`src/pkg/upr_map.vh`:
```
// framing constants, routing codes and timing counts for the packet router
`ifndef UPR_MAP_VH
`define UPR_MAP_VH

// ----------------------------------------------------------------------
// packet framing
// ----------------------------------------------------------------------
`define UPR_HDR_BYTE0 8'hbd
`define UPR_HDR_BYTE1 8'ha7
`define UPR_TYPE_MOUSE 16'h0461
`define UPR_TYPE_KBD 16'h0462
`define UPR_TYPE_CDC 16'h0463
`define UPR_MAX_PAY 7'h40
`define UPR_MIN_MOUSE_PAY 7'h02

// ----------------------------------------------------------------------
// endpoint select codes
// ----------------------------------------------------------------------
`define UPR_EP_NONE 2'h0
`define UPR_EP_MOUSE 2'h1
`define UPR_EP_KBD 2'h2
`define UPR_EP_CDC 2'h3
`define UPR_USB_FUNCS 3'h7

// ----------------------------------------------------------------------
// timing
// ----------------------------------------------------------------------
`define UPR_CLK_MHZ 50
`define UPR_RADIO_RST_NS 10000
`define UPR_RADIO_RST_CYC ((`UPR_RADIO_RST_NS * `UPR_CLK_MHZ + 999) / 1000)

`endif

```
`src/verilog/upr_router.v`:
```
// uart packet decoder and usb endpoint router
`timescale 1ns/1ps
`include "upr_map.vh"
// Operation
// [RULE1] only bytes that match the packet framing have any effect; others are dropped.
// [RULE2] a packet with a keyboard or mouse report is sent to the matching hid endpoint.
// [RULE3] cdc traffic coming from the radio controller is sent to the usb cdc endpoint.
// [RULE4] cdc bytes from the usb host are passed back to the radio over the serial link.
// [RULE5] init clears state, lights power, arms interrupts, starts usb, then rx and radio reset.
// [RULE6] header search moves to the length state only after a full valid header.
// [RULE7] the length state takes the length bytes and goes on only if the length is valid.
// [RULE8] the opcode state takes the type bytes and goes on only if the type is known.
// [RULE9] a complete valid payload returns to header search and the packet is processed.
// [RULE10] an invalid payload returns to header search with nothing processed.
// [RULE11] the usb side presents a keyboard, a mouse and a cdc serial function.
// [RULE12] a packet is bd, a7, a two-byte length, a two-byte type code, then parameters.
// [RULE13] type 0x0461 marks a mouse report and 0x0462 a keyboard report.
// [RULE14] mouse payloads lead with a report id, keyboard payloads carry none.
// [RULE15] any framing failure drops partial length, type and payload and resyncs.
module upr_router (
  input wire clk,
  input wire rst,
  input wire [7:0] rx_byte,
  input wire rx_valid,
  input wire rx_err,
  output reg rx_ready,
  input wire usb_enum_done,
  output reg [7:0] ep_data,
  output reg [1:0] ep_sel,
  output reg ep_last,
  output reg ep_valid,
  input wire ep_ready,
  input wire [7:0] cdc_in_data,
  input wire cdc_in_valid,
  output reg cdc_in_ready,
  output reg [7:0] tx_data,
  output reg tx_valid,
  input wire tx_ready,
  output reg pwr_led,
  output reg status_led,
  output reg susp_irq_en,
  output reg uart_irq_en,
  output reg usb_start,
  output reg [2:0] usb_funcs,
  output reg uart_rx_en,
  output reg radio_rst,
  output reg pkt_ok,
  output reg pkt_drop
);

  // ----------------------------------------------------------------------
  // states
  // ----------------------------------------------------------------------
  localparam [2:0] I_START = 3'h1;
  localparam [2:0] I_ENUM = 3'h2;
  localparam [2:0] I_RRST = 3'h4;
  localparam [3:0] I_RUN = 4'h8;
  localparam [7:0] P_HDR0 = 8'h01;
  localparam [7:0] P_HDR1 = 8'h02;
  localparam [7:0] P_LEN0 = 8'h04;
  localparam [7:0] P_LEN1 = 8'h08;
  localparam [7:0] P_OP0 = 8'h10;
  localparam [7:0] P_OP1 = 8'h20;
  localparam [7:0] P_PAY = 8'h40;
  localparam [7:0] P_SEND = 8'h80;
  localparam integer RST_CYC = `UPR_RADIO_RST_CYC;
  localparam [9:0] RST_LAST = RST_CYC[9:0] - 10'h001;
  // ----------------------------------------------------------------------
  // type code to endpoint
  // ----------------------------------------------------------------------
  function [1:0] route_of;
    input [15:0] code;
    begin
      if (code == `UPR_TYPE_MOUSE) begin
        route_of = `UPR_EP_MOUSE;
      end else if (code == `UPR_TYPE_KBD) begin
        route_of = `UPR_EP_KBD;
      end else if (code == `UPR_TYPE_CDC) begin
        route_of = `UPR_EP_CDC;
      end else begin
        route_of = `UPR_EP_NONE;
      end
    end
  endfunction
  reg [3:0] ist_r;
  reg [9:0] rst_cnt_r;
  reg [7:0] pst_r;
  reg [6:0] len_r;
  reg [7:0] len_lo_r;
  reg [7:0] op_lo_r;
  reg [1:0] dest_r;
  reg [6:0] cnt_r;
  reg [7:0] mem_r [0:63];
  reg [7:0] sp_data_r;
  reg [1:0] sp_sel_r;
  reg sp_last_r;
  reg sp_valid_r;
  wire take;
  wire [15:0] len_full;
  wire [1:0] op_dest;
  wire [6:0] cnt_inc;
  wire [7:0] first_byte;
  wire buf_in_ready;
  wire push;
  wire [7:0] push_data;
  wire push_last;
  wire pop;
  assign take = rx_valid & rx_ready;
  assign len_full = {rx_byte, len_lo_r};
  assign op_dest = route_of({rx_byte, op_lo_r});
  assign cnt_inc = cnt_r + 7'h01;
  assign first_byte = (cnt_r == 7'h00) ? rx_byte : mem_r[0];
  assign buf_in_ready = ~sp_valid_r;
  assign push = (pst_r == P_SEND) & buf_in_ready;
  assign push_data = mem_r[cnt_r[5:0]];
  assign push_last = (cnt_inc == len_r);
  assign pop = ep_valid & ep_ready;
  // ----------------------------------------------------------------------
  // init sequence
  // ----------------------------------------------------------------------
  always @(posedge clk) begin
    if (rst) begin
      ist_r <= {1'b0, I_START};
      rst_cnt_r <= 10'h000;
      pwr_led <= 1'b0;
      status_led <= 1'b0;
      susp_irq_en <= 1'b0;
      uart_irq_en <= 1'b0;
      usb_start <= 1'b0;
      usb_funcs <= 3'h0;
      uart_rx_en <= 1'b0;
      radio_rst <= 1'b0;
    end else begin
      case (ist_r)
        {1'b0, I_START}: begin
          pwr_led <= 1'b1; // [RULE5]
          susp_irq_en <= 1'b1; // [RULE5]
          uart_irq_en <= 1'b1; // [RULE5]
          usb_start <= 1'b1; // [RULE5]
          usb_funcs <= `UPR_USB_FUNCS; // [RULE11]
          ist_r <= {1'b0, I_ENUM};
        end
        {1'b0, I_ENUM}: begin
          if (usb_enum_done) begin
            status_led <= 1'b1; // [RULE5]
            uart_rx_en <= 1'b1; // [RULE5]
            radio_rst <= 1'b1; // [RULE5]
            rst_cnt_r <= 10'h000;
            ist_r <= {1'b0, I_RRST};
          end
        end
        {1'b0, I_RRST}: begin
          if (rst_cnt_r == RST_LAST) begin
            radio_rst <= 1'b0;
            ist_r <= I_RUN;
          end else begin
            rst_cnt_r <= rst_cnt_r + 10'h001;
          end
        end
        default: begin
          ist_r <= I_RUN;
        end
      endcase
    end
  end

  // ----------------------------------------------------------------------
  // packet parser
  // ----------------------------------------------------------------------
  always @(posedge clk) begin
    if (rst) begin
      pst_r <= P_HDR0;
      rx_ready <= 1'b0;
      len_r <= 7'h00;
      len_lo_r <= 8'h00;
      op_lo_r <= 8'h00;
      dest_r <= `UPR_EP_NONE;
      cnt_r <= 7'h00;
      pkt_ok <= 1'b0;
      pkt_drop <= 1'b0;
    end else begin
      pkt_ok <= 1'b0;
      pkt_drop <= 1'b0;
      if (ist_r == I_RUN && pst_r != P_SEND) begin
        rx_ready <= 1'b1;
      end
      if (take && rx_err) begin
        pst_r <= P_HDR0; // [RULE1]
        len_r <= 7'h00; // [RULE15]
        op_lo_r <= 8'h00; // [RULE15]
        cnt_r <= 7'h00; // [RULE15]
        pkt_drop <= (pst_r != P_HDR0);
      end else begin
        case (pst_r)
          P_HDR0: begin
            if (take && rx_byte == `UPR_HDR_BYTE0) begin
              pst_r <= P_HDR1; // [RULE6] [RULE12]
            end
          end
          P_HDR1: begin
            if (take) begin
              if (rx_byte == `UPR_HDR_BYTE1) begin
                pst_r <= P_LEN0; // [RULE6] [RULE12]
              end else if (rx_byte != `UPR_HDR_BYTE0) begin
                pst_r <= P_HDR0; // [RULE1]
              end
            end
          end
          P_LEN0: begin
            if (take) begin
              len_lo_r <= rx_byte; // [RULE7]
              pst_r <= P_LEN1;
            end
          end
          P_LEN1: begin
            if (take) begin
              if (len_full != 16'h0000 &&
                  len_full <= {9'h000, `UPR_MAX_PAY}) begin
                len_r <= len_full[6:0]; // [RULE7]
                pst_r <= P_OP0;
              end else begin
                pst_r <= P_HDR0; // [RULE7] [RULE15]
                len_r <= 7'h00;
                pkt_drop <= 1'b1;
              end
            end
          end
          P_OP0: begin
            if (take) begin
              op_lo_r <= rx_byte; // [RULE8]
              pst_r <= P_OP1;
            end
          end
          P_OP1: begin
            if (take) begin
              if (op_dest != `UPR_EP_NONE) begin
                dest_r <= op_dest; // [RULE8] [RULE13]
                cnt_r <= 7'h00;
                pst_r <= P_PAY;
              end else begin
                pst_r <= P_HDR0; // [RULE8] [RULE15]
                len_r <= 7'h00;
                op_lo_r <= 8'h00;
                pkt_drop <= 1'b1;
              end
            end
          end
          P_PAY: begin
            if (take) begin
              mem_r[cnt_r[5:0]] <= rx_byte;
              if (cnt_inc != len_r) begin
                cnt_r <= cnt_inc;
              end else if (dest_r == `UPR_EP_MOUSE &&
                           (len_r < `UPR_MIN_MOUSE_PAY ||
                            first_byte == 8'h00)) begin
                pst_r <= P_HDR0; // [RULE10] [RULE14] [RULE15]
                cnt_r <= 7'h00;
                len_r <= 7'h00;
                pkt_drop <= 1'b1;
              end else begin
                pst_r <= P_SEND; // [RULE9]
                rx_ready <= 1'b0;
                cnt_r <= 7'h00;
              end
            end
          end
          default: begin
            if (push) begin
              cnt_r <= cnt_inc;
              if (push_last) begin
                pst_r <= P_HDR0; // [RULE9]
                cnt_r <= 7'h00;
                pkt_ok <= 1'b1;
              end
            end
          end
        endcase
      end
    end
  end

  // ----------------------------------------------------------------------
  // two-entry endpoint buffer
  // ----------------------------------------------------------------------
  always @(posedge clk) begin
    if (rst) begin
      ep_data <= 8'h00;
      ep_sel <= `UPR_EP_NONE;
      ep_last <= 1'b0;
      ep_valid <= 1'b0;
      sp_data_r <= 8'h00;
      sp_sel_r <= `UPR_EP_NONE;
      sp_last_r <= 1'b0;
      sp_valid_r <= 1'b0;
    end else if (pop || !ep_valid) begin
      if (sp_valid_r) begin
        ep_data <= sp_data_r;
        ep_sel <= sp_sel_r;
        ep_last <= sp_last_r;
        ep_valid <= 1'b1;
        sp_valid_r <= 1'b0;
      end else if (push) begin
        ep_data <= push_data; // [RULE2] [RULE3]
        ep_sel <= dest_r; // [RULE2] [RULE3]
        ep_last <= push_last;
        ep_valid <= 1'b1;
      end else begin
        ep_valid <= 1'b0;
      end
    end else if (push) begin
      sp_data_r <= push_data;
      sp_sel_r <= dest_r;
      sp_last_r <= push_last;
      sp_valid_r <= 1'b1;
    end
  end

  // ----------------------------------------------------------------------
  // host cdc bytes back to the radio
  // ----------------------------------------------------------------------
  always @(posedge clk) begin
    if (rst) begin
      tx_data <= 8'h00;
      tx_valid <= 1'b0;
      cdc_in_ready <= 1'b0;
    end else if (tx_valid) begin
      if (tx_ready) begin
        tx_valid <= 1'b0;
        cdc_in_ready <= 1'b1;
      end
    end else if (cdc_in_valid && cdc_in_ready) begin
      tx_data <= cdc_in_data; // [RULE4]
      tx_valid <= 1'b1; // [RULE4]
      cdc_in_ready <= 1'b0;
    end else if (ist_r == I_RUN) begin
      cdc_in_ready <= 1'b1;
    end
  end
endmodule // upr_router

```
`config.mk`:
```
export PLATFORM = sky130hd
export DESIGN_NAME = upr_router
export DESIGN_NICKNAME = d
export VERILOG_FILES = /design/src/verilog/upr_router.v
export VERILOG_INCLUDE_DIRS = /design/src /design/src/pkg
export SDC_FILE = /design/constraint.sdc
export NUM_CORES = 1
export LEC_CHECK = 0
export ABC_AREA = 0
export BUFFER_PORTS_ARGS = -buffer_cell sky130_fd_sc_hd__buf_2
export CAP_MARGIN = 25
export CELL_PAD_IN_SITES_DETAIL_PLACEMENT = 1
export CELL_PAD_IN_SITES_GLOBAL_PLACEMENT = 2
export CORE_MARGIN = 1
export CORE_UTILIZATION = 50
export DETAILED_ROUTE_END_ITERATION = 16
export PLACE_DENSITY = 0.88
export SLEW_MARGIN = 25
export SYNTH_ARGS = -nofsm -noshare
export SYNTH_HDL_FRONTEND = slang
export SYNTH_SLANG_ARGS = --single-unit
```
`constraint.sdc`:
```
create_clock -name clk -period 4.3 [get_ports clk]
set_input_delay 0 -clock clk [delete_from_list [all_inputs] [get_ports clk]]
set_output_delay 0 -clock clk [all_outputs]
set_load 0.005 [all_outputs]
```
# After elaboration in Yosys (flattened, before gate mapping)
# Memories as Yosys holds them, arrays and structs flattened. A register that Yosys moved wholly into a read port is not among the register bits.
# Cells that the tools add are included.
[word_totals] ff_bits=95 mem_bits_rw=512 output_inout_bits=35 memories=1
[classes] addsub=2 magnitude_cmp=2 n_eq_ne=40 n_mux=86 bitwise=9 reduce_logical=39
[memory_table] memory="mem_r" depth=64 word_bits=8 rd=2 rd_ports_with_merged_regs=1 wr=1 line="upr_router.v:93" text="reg [7:0] mem_r [0:63];"
[ops] op="two-way mux 8 bit" n=19
[ops] op="two-way mux 7 bit" n=14
[ops] op="case mux 8 bit (7 select lines)" n=1
[ops] op="equality test 16 x 11 -> 1 bit (second input constant)" n=3
[ops] op="case mux 7 bit (3 select lines)" n=2
[ops] op="two-way mux 1 bit" n=33
[ops] op="!= test 2 bit (second input constant)" n=14
[ops] op="equality test 8 bit (second input constant)" n=3
[ops] op="two-way mux 10 bit" n=2
[ops] op="case mux 10 bit (2 select lines)" n=1
[ops] op="less-or-equal comparator 16 x 7 -> 1 bit (second input constant)" n=1
[ops] op="!= test 8 bit (second input constant)" n=2
[ops] op="case mux 8 bit (2 select lines)" n=1
[ops] op="nonzero test 16 bit" n=1
[ops] op="nonzero test 8 bit" n=2
[ops] op="two-way mux 6 bit" n=2
[ops] op="case mux 4 bit (3 select lines)" n=1
[ops] op="AND reduction 2 bit" n=6
[ops] op="AND reduction 11 bit" n=1
[ops] op="adder 10 x 1 -> 10 bit (second input constant)" n=1
[ops] op="equality test 10 x 9 -> 1 bit (second input constant)" n=1
[ops] op="two-way mux 2 bit" n=5
[ops] op="OR reduction 10 bit" n=1
[ops] op="AND reduction 3 bit" n=3
[ops] op="37 further kinds" n=58

# Depth between registers and ports, before layout
# Gate-level depths: netlist of the first run.
[depth] word_depth=10 mapped_depth=10 depth_no_buf=8

# Least setup slack after synthesis of the first run
# OpenSTA, ideal clock, no wires.
[synth_timing] path_type="reg2reg" from="register pst_r[3]" to="memory mem_r[54][0] (enable)" setup_ns=0.370 arrival_time_ns=2.039 required_ns=3.930 setup_slack_ns=1.890 stages_incl_launch_ff=7 n_path_buf=1 cell_sequence="dfxtp_1 > buf_2 > nor4_2 > nand4_1 > nor4_1 > nand3_1 > nor2_1"
[synth_between] elab_chain_cells=5
[synth_lines] item="start: declaration" line="upr_router.v:87" text="reg [7:0] pst_r;"
[synth_lines] item="start signal: assignment" line="upr_router.v:172" text="pst_r <= P_HDR0;"
[synth_lines] item="start signal: assignment" line="upr_router.v:188" text="pst_r <= P_HDR0;"
[synth_lines] item="start signal: assignment" line="upr_router.v:197" text="pst_r <= P_HDR1;"
[synth_lines] item="equality test 8 x 7 -> 1 bit" line="upr_router.v:194" text="case (pst_r)"
[synth_lines] item="two-way mux 1 bit" line="upr_router.v:194"
[synth_lines] item="two-way mux 1 bit" line="upr_router.v:187" text="if (take && rx_err) begin"
[synth_lines] item="two-way mux 1 bit" line="upr_router.v:171" text="if (rst) begin"
[synth_lines] item="two-way mux 1 bit (not written as such)" line="upr_router.v:250" text="mem_r[cnt_r[5:0]] <= rx_byte;"
[synth_lines] item="end: declaration" line="upr_router.v:93"
# Every way passes these cells.

# Worst setup path in the final report of the first run
[layout_timing] from="register pst_r[3]" to="memory mem_r[52][5] (enable)"
# The elaborated chain is that of the path after synthesis.

==> flow_summary.json, run 1 <==
{
  "vdd_drop_max_mv": 0.4566,
  "grt_pass1_wl_um": 95680,
  "synth_commonest_cells": "512 x edfxtp_1, 135 x nor2_1, 133 x mux4_2",
  "synth_nets": 1480,
  "firstDrtPassIters": 6,
  "htree_levels": 2,
  "routedWlPerCell_um": 29.35,
  "fin_nets": 1561,
  "slowest_stage": "nor2_1",
  "multi_input_area_um2": 6673,
  "setup.worst_path.end_class": "flip-flop",
  "period_share_pct": 80.38,
  "synth.largest_area_cell": "edfxtp_1",
  "tightest_slew_ns": 1.067,
  "worstRegToRegCells": 5,
  "fillers": 4307,
  "rows": 80,
  "ys_warn_count": 0,
  "async_flop_share_pct": 0,
  "avgSynthCellArea_um2": 16.88,
  "dp.cells": 2064,
  "pin_count": 59,
  "ys_seq_elements": 612,
  "syn_inst": 1453,
  "root_buffer": "clkbuf_16",
  "r2r_start": "pst_r[3]$_SDFFE_PP0P_",
  "worstSetupStartpoint": "pst_r[3]$_SDFFE_PP0P_",
  "grt_max_degree": 68,
  "finClkSkew_ns": 0.02902,
  "startpoint_type": "flip-flop",
  "r2r-end": "mem_r[52][5]$_DFFE_PP_",
  "grt.overflow.total": 0,
  "clock.fmax_mhz": 289.3,
  "area_growth_pct": 12.73,
  "syn_area_um2": 24530,
  "drc": 0,
  "die_h_um": 223.5,
  "grt_pass1_vias": 14330,
  "finalHoldViolations": 0,
  "cts_resized": 0,
  "ys_top_cells_by_area": "edfxtp_1 63%, mux4_2 12%, dfxtp_1 8.2%",
  "die_x_um": 223.5,
  "max_slew_margin_pct": 28.60,
  "ys_types": 74,
  "cts_made_buffers": 60,
  "vias": 13930,
  "min_delay_worst_endpoint": "op_lo_r[4]$_SDFFE_PP0P_",
  "setup_violations": 0,
  "coreArea_um2": 48050,
  "gp_congestion": 0.8694,
  "synth_top_area_share_pct": 62.68,
  "synthFlopType": "edfxtp_1",
  "synth_edf_count": 512,
  "port_buffers": 58,
  "die-area_um2": 49940,
  "fin_ws_ns": 0.8435,
  "tns_ns": 0,
  "start_util_pct": 51.05,
  "p_leak_nw": 8.761,
  "cap_violations": 0,
  "yosysMostFrequentCell": "edfxtp_1",
  "cts.reportedPaths.clkPinSlew_ns": 0.06,
  "cts_tree": "built",
  "hpwl_um": 40740,
  "status": "finished clean",
  "clock-sinks": 612,
  "rrSetupSlack_ns": 0.84,
  "rsz0062_at_grt": "no",
  "drt-initial-drc-count": 1518,
  "slew_violations": 0,
  "p_per_area_nw_per_um2": 437.6,
  "cts_setup_buffers": 0,
  "fin_util_pct": 57.55,
  "grt_use_total_pct": 26.38,
  "n_antenna_cell": 0,
  "min_period_ns": 3.457,
  "crit_fanout": 8,
  "clk_path_buf_depth": 3,
  "arrival_ns": 3.72,
  "crit_type": "reg2reg",
  "wirelength_um": 64520,
  "clkLatencyLatePin_ns": 0.63,
  "hp-class": "in2reg",
  "dp_slack_ns": 0.8738,
  "holdPathStages": 4,
  "vias_per_cell": 6.335,
  "crit_chain": "nor4_2 -> nand4_1 -> nor4_1 -> nand2_1 -> nor2_1",
  "crit_required_ns": 4.56,
  "antenna_left": 0,
  "ys_seq_area_share_pct": 70.85,
  "regArea_um2": 17380,
  "instances_no_fill": 2198,
  "critical_path.max_stage_delay_ns": 0.79,
  "hold_path.startpoint": "rx_byte[4]",
  "drive_above_1_share_pct": 20.85,
  "antenna_found_initial": 0
}
==> cells in the final DEF, fill, tap and decap left out, types with 23 or more instances in the layout <==
cell | netlist | layout
a21oi_1 | 32 | 31
a22oi_1 | 34 | 34
buf_2 | 15 | 58
clkbuf_16 | 0 | 60
dfxtp_1 | 100 | 98
dlygate4sd3_1 | 0 | 23
edfxtp_1 | 512 | 512
mux2i_1 | 46 | 46
mux4_2 | 133 | 133
nand2_1 | 77 | 77
nand3_1 | 36 | 36
nor2_1 | 135 | 135
==> registers in the layout, summed over array words and instances, names as in the netlist, 2 cells and up, named ones only <==
name and flops:
sp_data_r 8, len_r 7, len_lo_r 8, pst_r 8
rst_cnt_r 10, cnt_r 7, op_lo_r 8, sp_sel_r 2
tx_data 8, dest_r 2, mem_r 512, ep_data 8
ep_sel 2, ist_r 4
==> metrics by stage <==
step           hold WS [ns]  cell area (um2)  power [mW]
6_report             0.1484            27650       12.10
5_1_grt              0.1880            27650       12.35
4_1_cts              0.1399            27650       12.17
3_5_place_dp         0.2498            25400       6.800
3_3_place_gp         0.2315            25400       6.790
2_1_floorplan       0.09038            24530       6.640
==> worst max path at each step <==
stage                                   to  slack (ns)  cells after the start
floorplan           mem_r[54][0]$_DFFE_PP_        1.89                      6
global placement    mem_r[63][6]$_DFFE_PP_        1.06                      5
detailed placement  mem_r[63][4]$_DFFE_PP_        0.87                      5
CTS                 mem_r[63][4]$_DFFE_PP_        0.84                      5
global route        mem_r[63][4]$_DFFE_PP_        0.64                      5
finish              mem_r[52][5]$_DFFE_PP_        0.84                      5
==> power by group <==
part           internal, mW  switching [mW]
logic                0.0585           0.191
clock network          3.12            2.29
registers              6.42          0.0161
==> layout make-up <==
cell class	instances	share of cell area (%)
Clock buffer	69	5.552
Tap cell	615	2.783
Timing Repair Buffer	107	2.769
Inverter	9	0.1222
Multi-Input combinational cell	744	24.13
Clock inverter	42	1.769
Sequential cell	612	62.87
==> cells by family (layout without fill, tap and decap cells) <==
kind of cell | after synthesis | in the layout | share of synthesized area (%)
AOI/OAI and AO/OA | 155 | 155 | 4.397
xor gates and xnor gates | 16 | 16 | 0.5713
adders and majority gates | 3 | 3 | 0.1531
buffers and inverters | 97 | 227 | 1.964
DFF | 612 | 612 | 70.85
muxes | 180 | 180 | 14.14
and+or+nand+nor | 390 | 390 | 7.933
==> routing by layer <==
layer / track usage [%] / up-vias / wire [um]
met5: 0 / - / 0
met4: 9.501 / 0 / 2108
met3: 4.465 / 116 / 4853
met2: 42.25 / 656 / 31610
met1: 36.72 / 7217 / 25960
li1: - / 5936 / -
==> worst max-delay path, delay by kind of cell (launching register included) <==
family,cells,cell delay [ns]
DFF,1,0.40
and+or+nand+nor,5,2.69
==> repair_timing <==
item | 4_1_cts | 5_1_grt
hold endpoints to repair | 51 | 0
setup endpoints to repair | 0 | 0
hold buffers | 23 | 0
Power figures use the tool's default switching activity.
==> run 2, diff against run 1 <==
ABC_AREA = 1   (was 0)
CORE_UTILIZATION = 38   (was 50)
PLACE_DENSITY = 0.81   (was 0.88)
clock period = 3.03 ns   (was 4.3 ns; I/O delays follow)
==> flow_summary.json, run 2 <==
{
  "htree_levels": 3,
  "finClkSkew_ns": 0.02328,
  "vdd_drop_max_mv": 0.3043,
  "avgSynthCellArea_um2": 10.36,
  "hold_ws_ns": 0.06450,
  "dp.cells": 3340,
  "r2r_start": "cnt_r[1]$_SDFFE_PP0P_",
  "synthFlopType": "edfxtp_1",
  "grt_max_degree": 129,
  "period_share_pct": 91.69,
  "largest_reg_flops": 512,
  "worstSetupStartpoint": "rx_byte[7]",
  "p_sw_share_pct": 24.49,
  "synth_commonest_cells": "781 x nand2_1, 512 x edfxtp_1, 457 x nand3_1",
  "firstDrtPassIters": 5,
  "async_flop_share_pct": 0,
  "synth_top_area_share_pct": 60.02,
  "setup_violations": 0,
  "startpoint_type": "input pin",
  "fillers": 7272,
  "pwr-share-seq_pct": 48.8,
  "wirelength_um": 76580,
  "coreArea_um2": 66220,
  "ys_types": 43,
  "ys_warn_count": 0,
  "multi_input_area_um2": 7252,
  "yosysMostFrequentCell": "nand2_1",
  "hold_path.startpoint": "rx_valid",
  "die-area_um2": 68450,
  "crit_fanout": 8,
  "status": "finished clean",
  "vias_per_cell": 5.349,
  "tightest_slew_ns": 0.9540,
  "tns_ns": 0,
  "drive_above_1_share_pct": 10.61,
  "setup.worst_path.end_class": "flip-flop",
  "clkLatencyLatePin_ns": 0.61,
  "final_common_cell": "nand2_1",
  "hpwl_um": 47270,
  "syn_inst": 2473,
  "grt_pass1_vias": 19540,
  "p_per_area_nw_per_um2": 639.1,
  "routedWlPerCell_um": 21.92,
  "finalHoldViolations": 0,
  "slew_violations": 0,
  "clockPowerShare_pct": 42.6,
  "cap_violations": 0,
  "crit_type": "in2reg",
  "min_period_ns": 2.778,
  "grt_pass1_wl_um": 117000,
  "ys_seq_elements": 612,
  "start_util_pct": 38.69,
  "power.total_mw": 18.88,
  "antenna_left": 0,
  "cts_tree": "built",
  "area_growth_pct": 15.31,
  "power.switching_mw": 4.624,
  "port_buffers": 58,
  "instances_no_fill": 3494,
  "antenna_found_initial": 0,
  "crit_required_ns": 3.52,
  "root_buffer": "clkbuf_16",
  "arrival_ns": 3.26,
  "fin_nets": 2605,
  "grt_use_total_pct": 22.61,
  "cts.reportedPaths.clkPinSlew_ns": 0.06,
  "synth.largest_area_cell": "edfxtp_1",
  "grt.overflow.total": 0,
  "die_h_um": 261.6,
  "die_x_um": 261.6,
  "vias": 18690,
  "hp-class": "in2reg",
  "ys_seq_area_share_pct": 67.84,
  "p_leak_nw": 10.93,
  "ys_top_cells_by_area": "edfxtp_1 60%, nand2_1 11%, nand3_1 8.9%",
  "rows": 94,
  "n_antenna_cell": 0,
  "drt-initial-drc-count": 1419,
  "clk_path_buf_depth": 3,
  "max_slew_margin_pct": 36.17,
  "pin_count": 59,
  "power.internal_mw": 14.25,
  "clock.fmax_mhz": 359.9,
  "cts_resized": 0,
  "synth_edf_count": 512,
  "syn_area_um2": 25620,
  "gp_congestion": 0.8274,
  "layout_common_cells": "781 x nand2_1, 512 x edfxtp_1, 457 x nand3_1, 182 x nor2_1, 97 x dfxtp_1",
  "rsz0062_at_grt": "no",
  "regArea_um2": 17390,
  "clock-sinks": 612,
  "synth_nets": 2500,
  "drc": 0,
  "cts_made_buffers": 68,
  "power_frac_comb_pct": 8.6
}
## run 2: changes by cell type in the layout (fill, tap and decap cells not counted), sizes merged, moves of 16 or more
cell    delta
a21oi     +36
a22oi     -34
and3      -16
buf       +57
clkbuf    +25
inv       +73
mux2i     -46
mux4     -133
nand2    +713
nand3    +427
nor2      +56
o21ai     +33
o22ai     -20
## run 2: worst max-delay path, cell delays in order
cell	delay, ns
dlygate4sd3_1	0.53
buf_2	0.17
nor2_1	0.44
nand3_1	0.17
nor2_1	0.23
o21ai_0	0.12
nor2_1	0.24
inv_1	0.09
nor2_1	0.45
nor2_1	0.08
o21ai_0	0.11
a21oi_1	0.08
dlygate4sd3_1	0.55
## run 2: final timing paths
check / slack [ns] / cells after the start / end
setup reg to reg: 0.33 / 14 / rx_ready$_SDFF_PP0_
hold / removal: 0.06 / 6 / dest_r[1]$_SDFFE_PP0P_
hold reg to reg: 0.46 / 2 / radio_rst$_SDFFE_PP0P_
setup / recovery: 0.25 / 13 / pkt_drop$_SDFF_PP0_
## run 2: area by class of cell
type	instances	share of cell area [%]
flip-flops and latches	612	58.86
multi-input cells	1635	24.55
clock buffers	94	6.409
repair buffers	173	4.558
well taps	864	3.660
inverters	88	1.144
clock inverters	28	0.8176
## run 2: stage by stage
step	area (um2)	setup slack [ns]	util, %
detailed placement	27080	0.3376	40.90
finish	29540	0.2518	44.61
global placement	27080	0.4261	40.90
floorplan	25620	0.9269	-
CTS	29540	0.3085	44.61
global route	29540	0.1155	44.61
## run 2: power by group through the flow
stage | Clock (mW) | Combinational (mW) | Sequential, mW
floorplan | 0 | 1.04 | 9.37
global placement | 0 | 1.55 | 9.39
detailed placement | 0 | 1.59 | 9.40
CTS | 8.18 | 1.64 | 9.22
global route | 8.47 | 1.81 | 9.22
finish | 8.03 | 1.63 | 9.22
## run 2: repair_timing
action | 4_1_cts | 5_1_grt
buffers inserted | 0 | 0
endpoints found under the setup margin | 0 | 0
endpoints found under the hold margin | 125 | 0
hold buffers | 32 | 0
## run 2: logic make-up after synthesis
| family | synth area share [%] |
|---|---|
| adder cells (fa/ha/maj) | 0.1466 |
| AO/OA/AOI/OAI | 3.077 |
| buffers and inverters | 3.854 |
| XOR/XNOR | 0.06840 |
| flip-flops | 67.84 |
| AND/OR/NAND/NOR | 25.02 |
## run 2: metal layers
metal / vias to the layer above / global-route usage [%] / part of all wire, %
met4: 0 / 7.946 / 3.0
met2: 406 / 38.35 / 49
li1: 8703 / - / -
met3: 126 / 3.057 / 4.5
met1: 9456 / 29.64 / 43
met5: - / 0 / 0
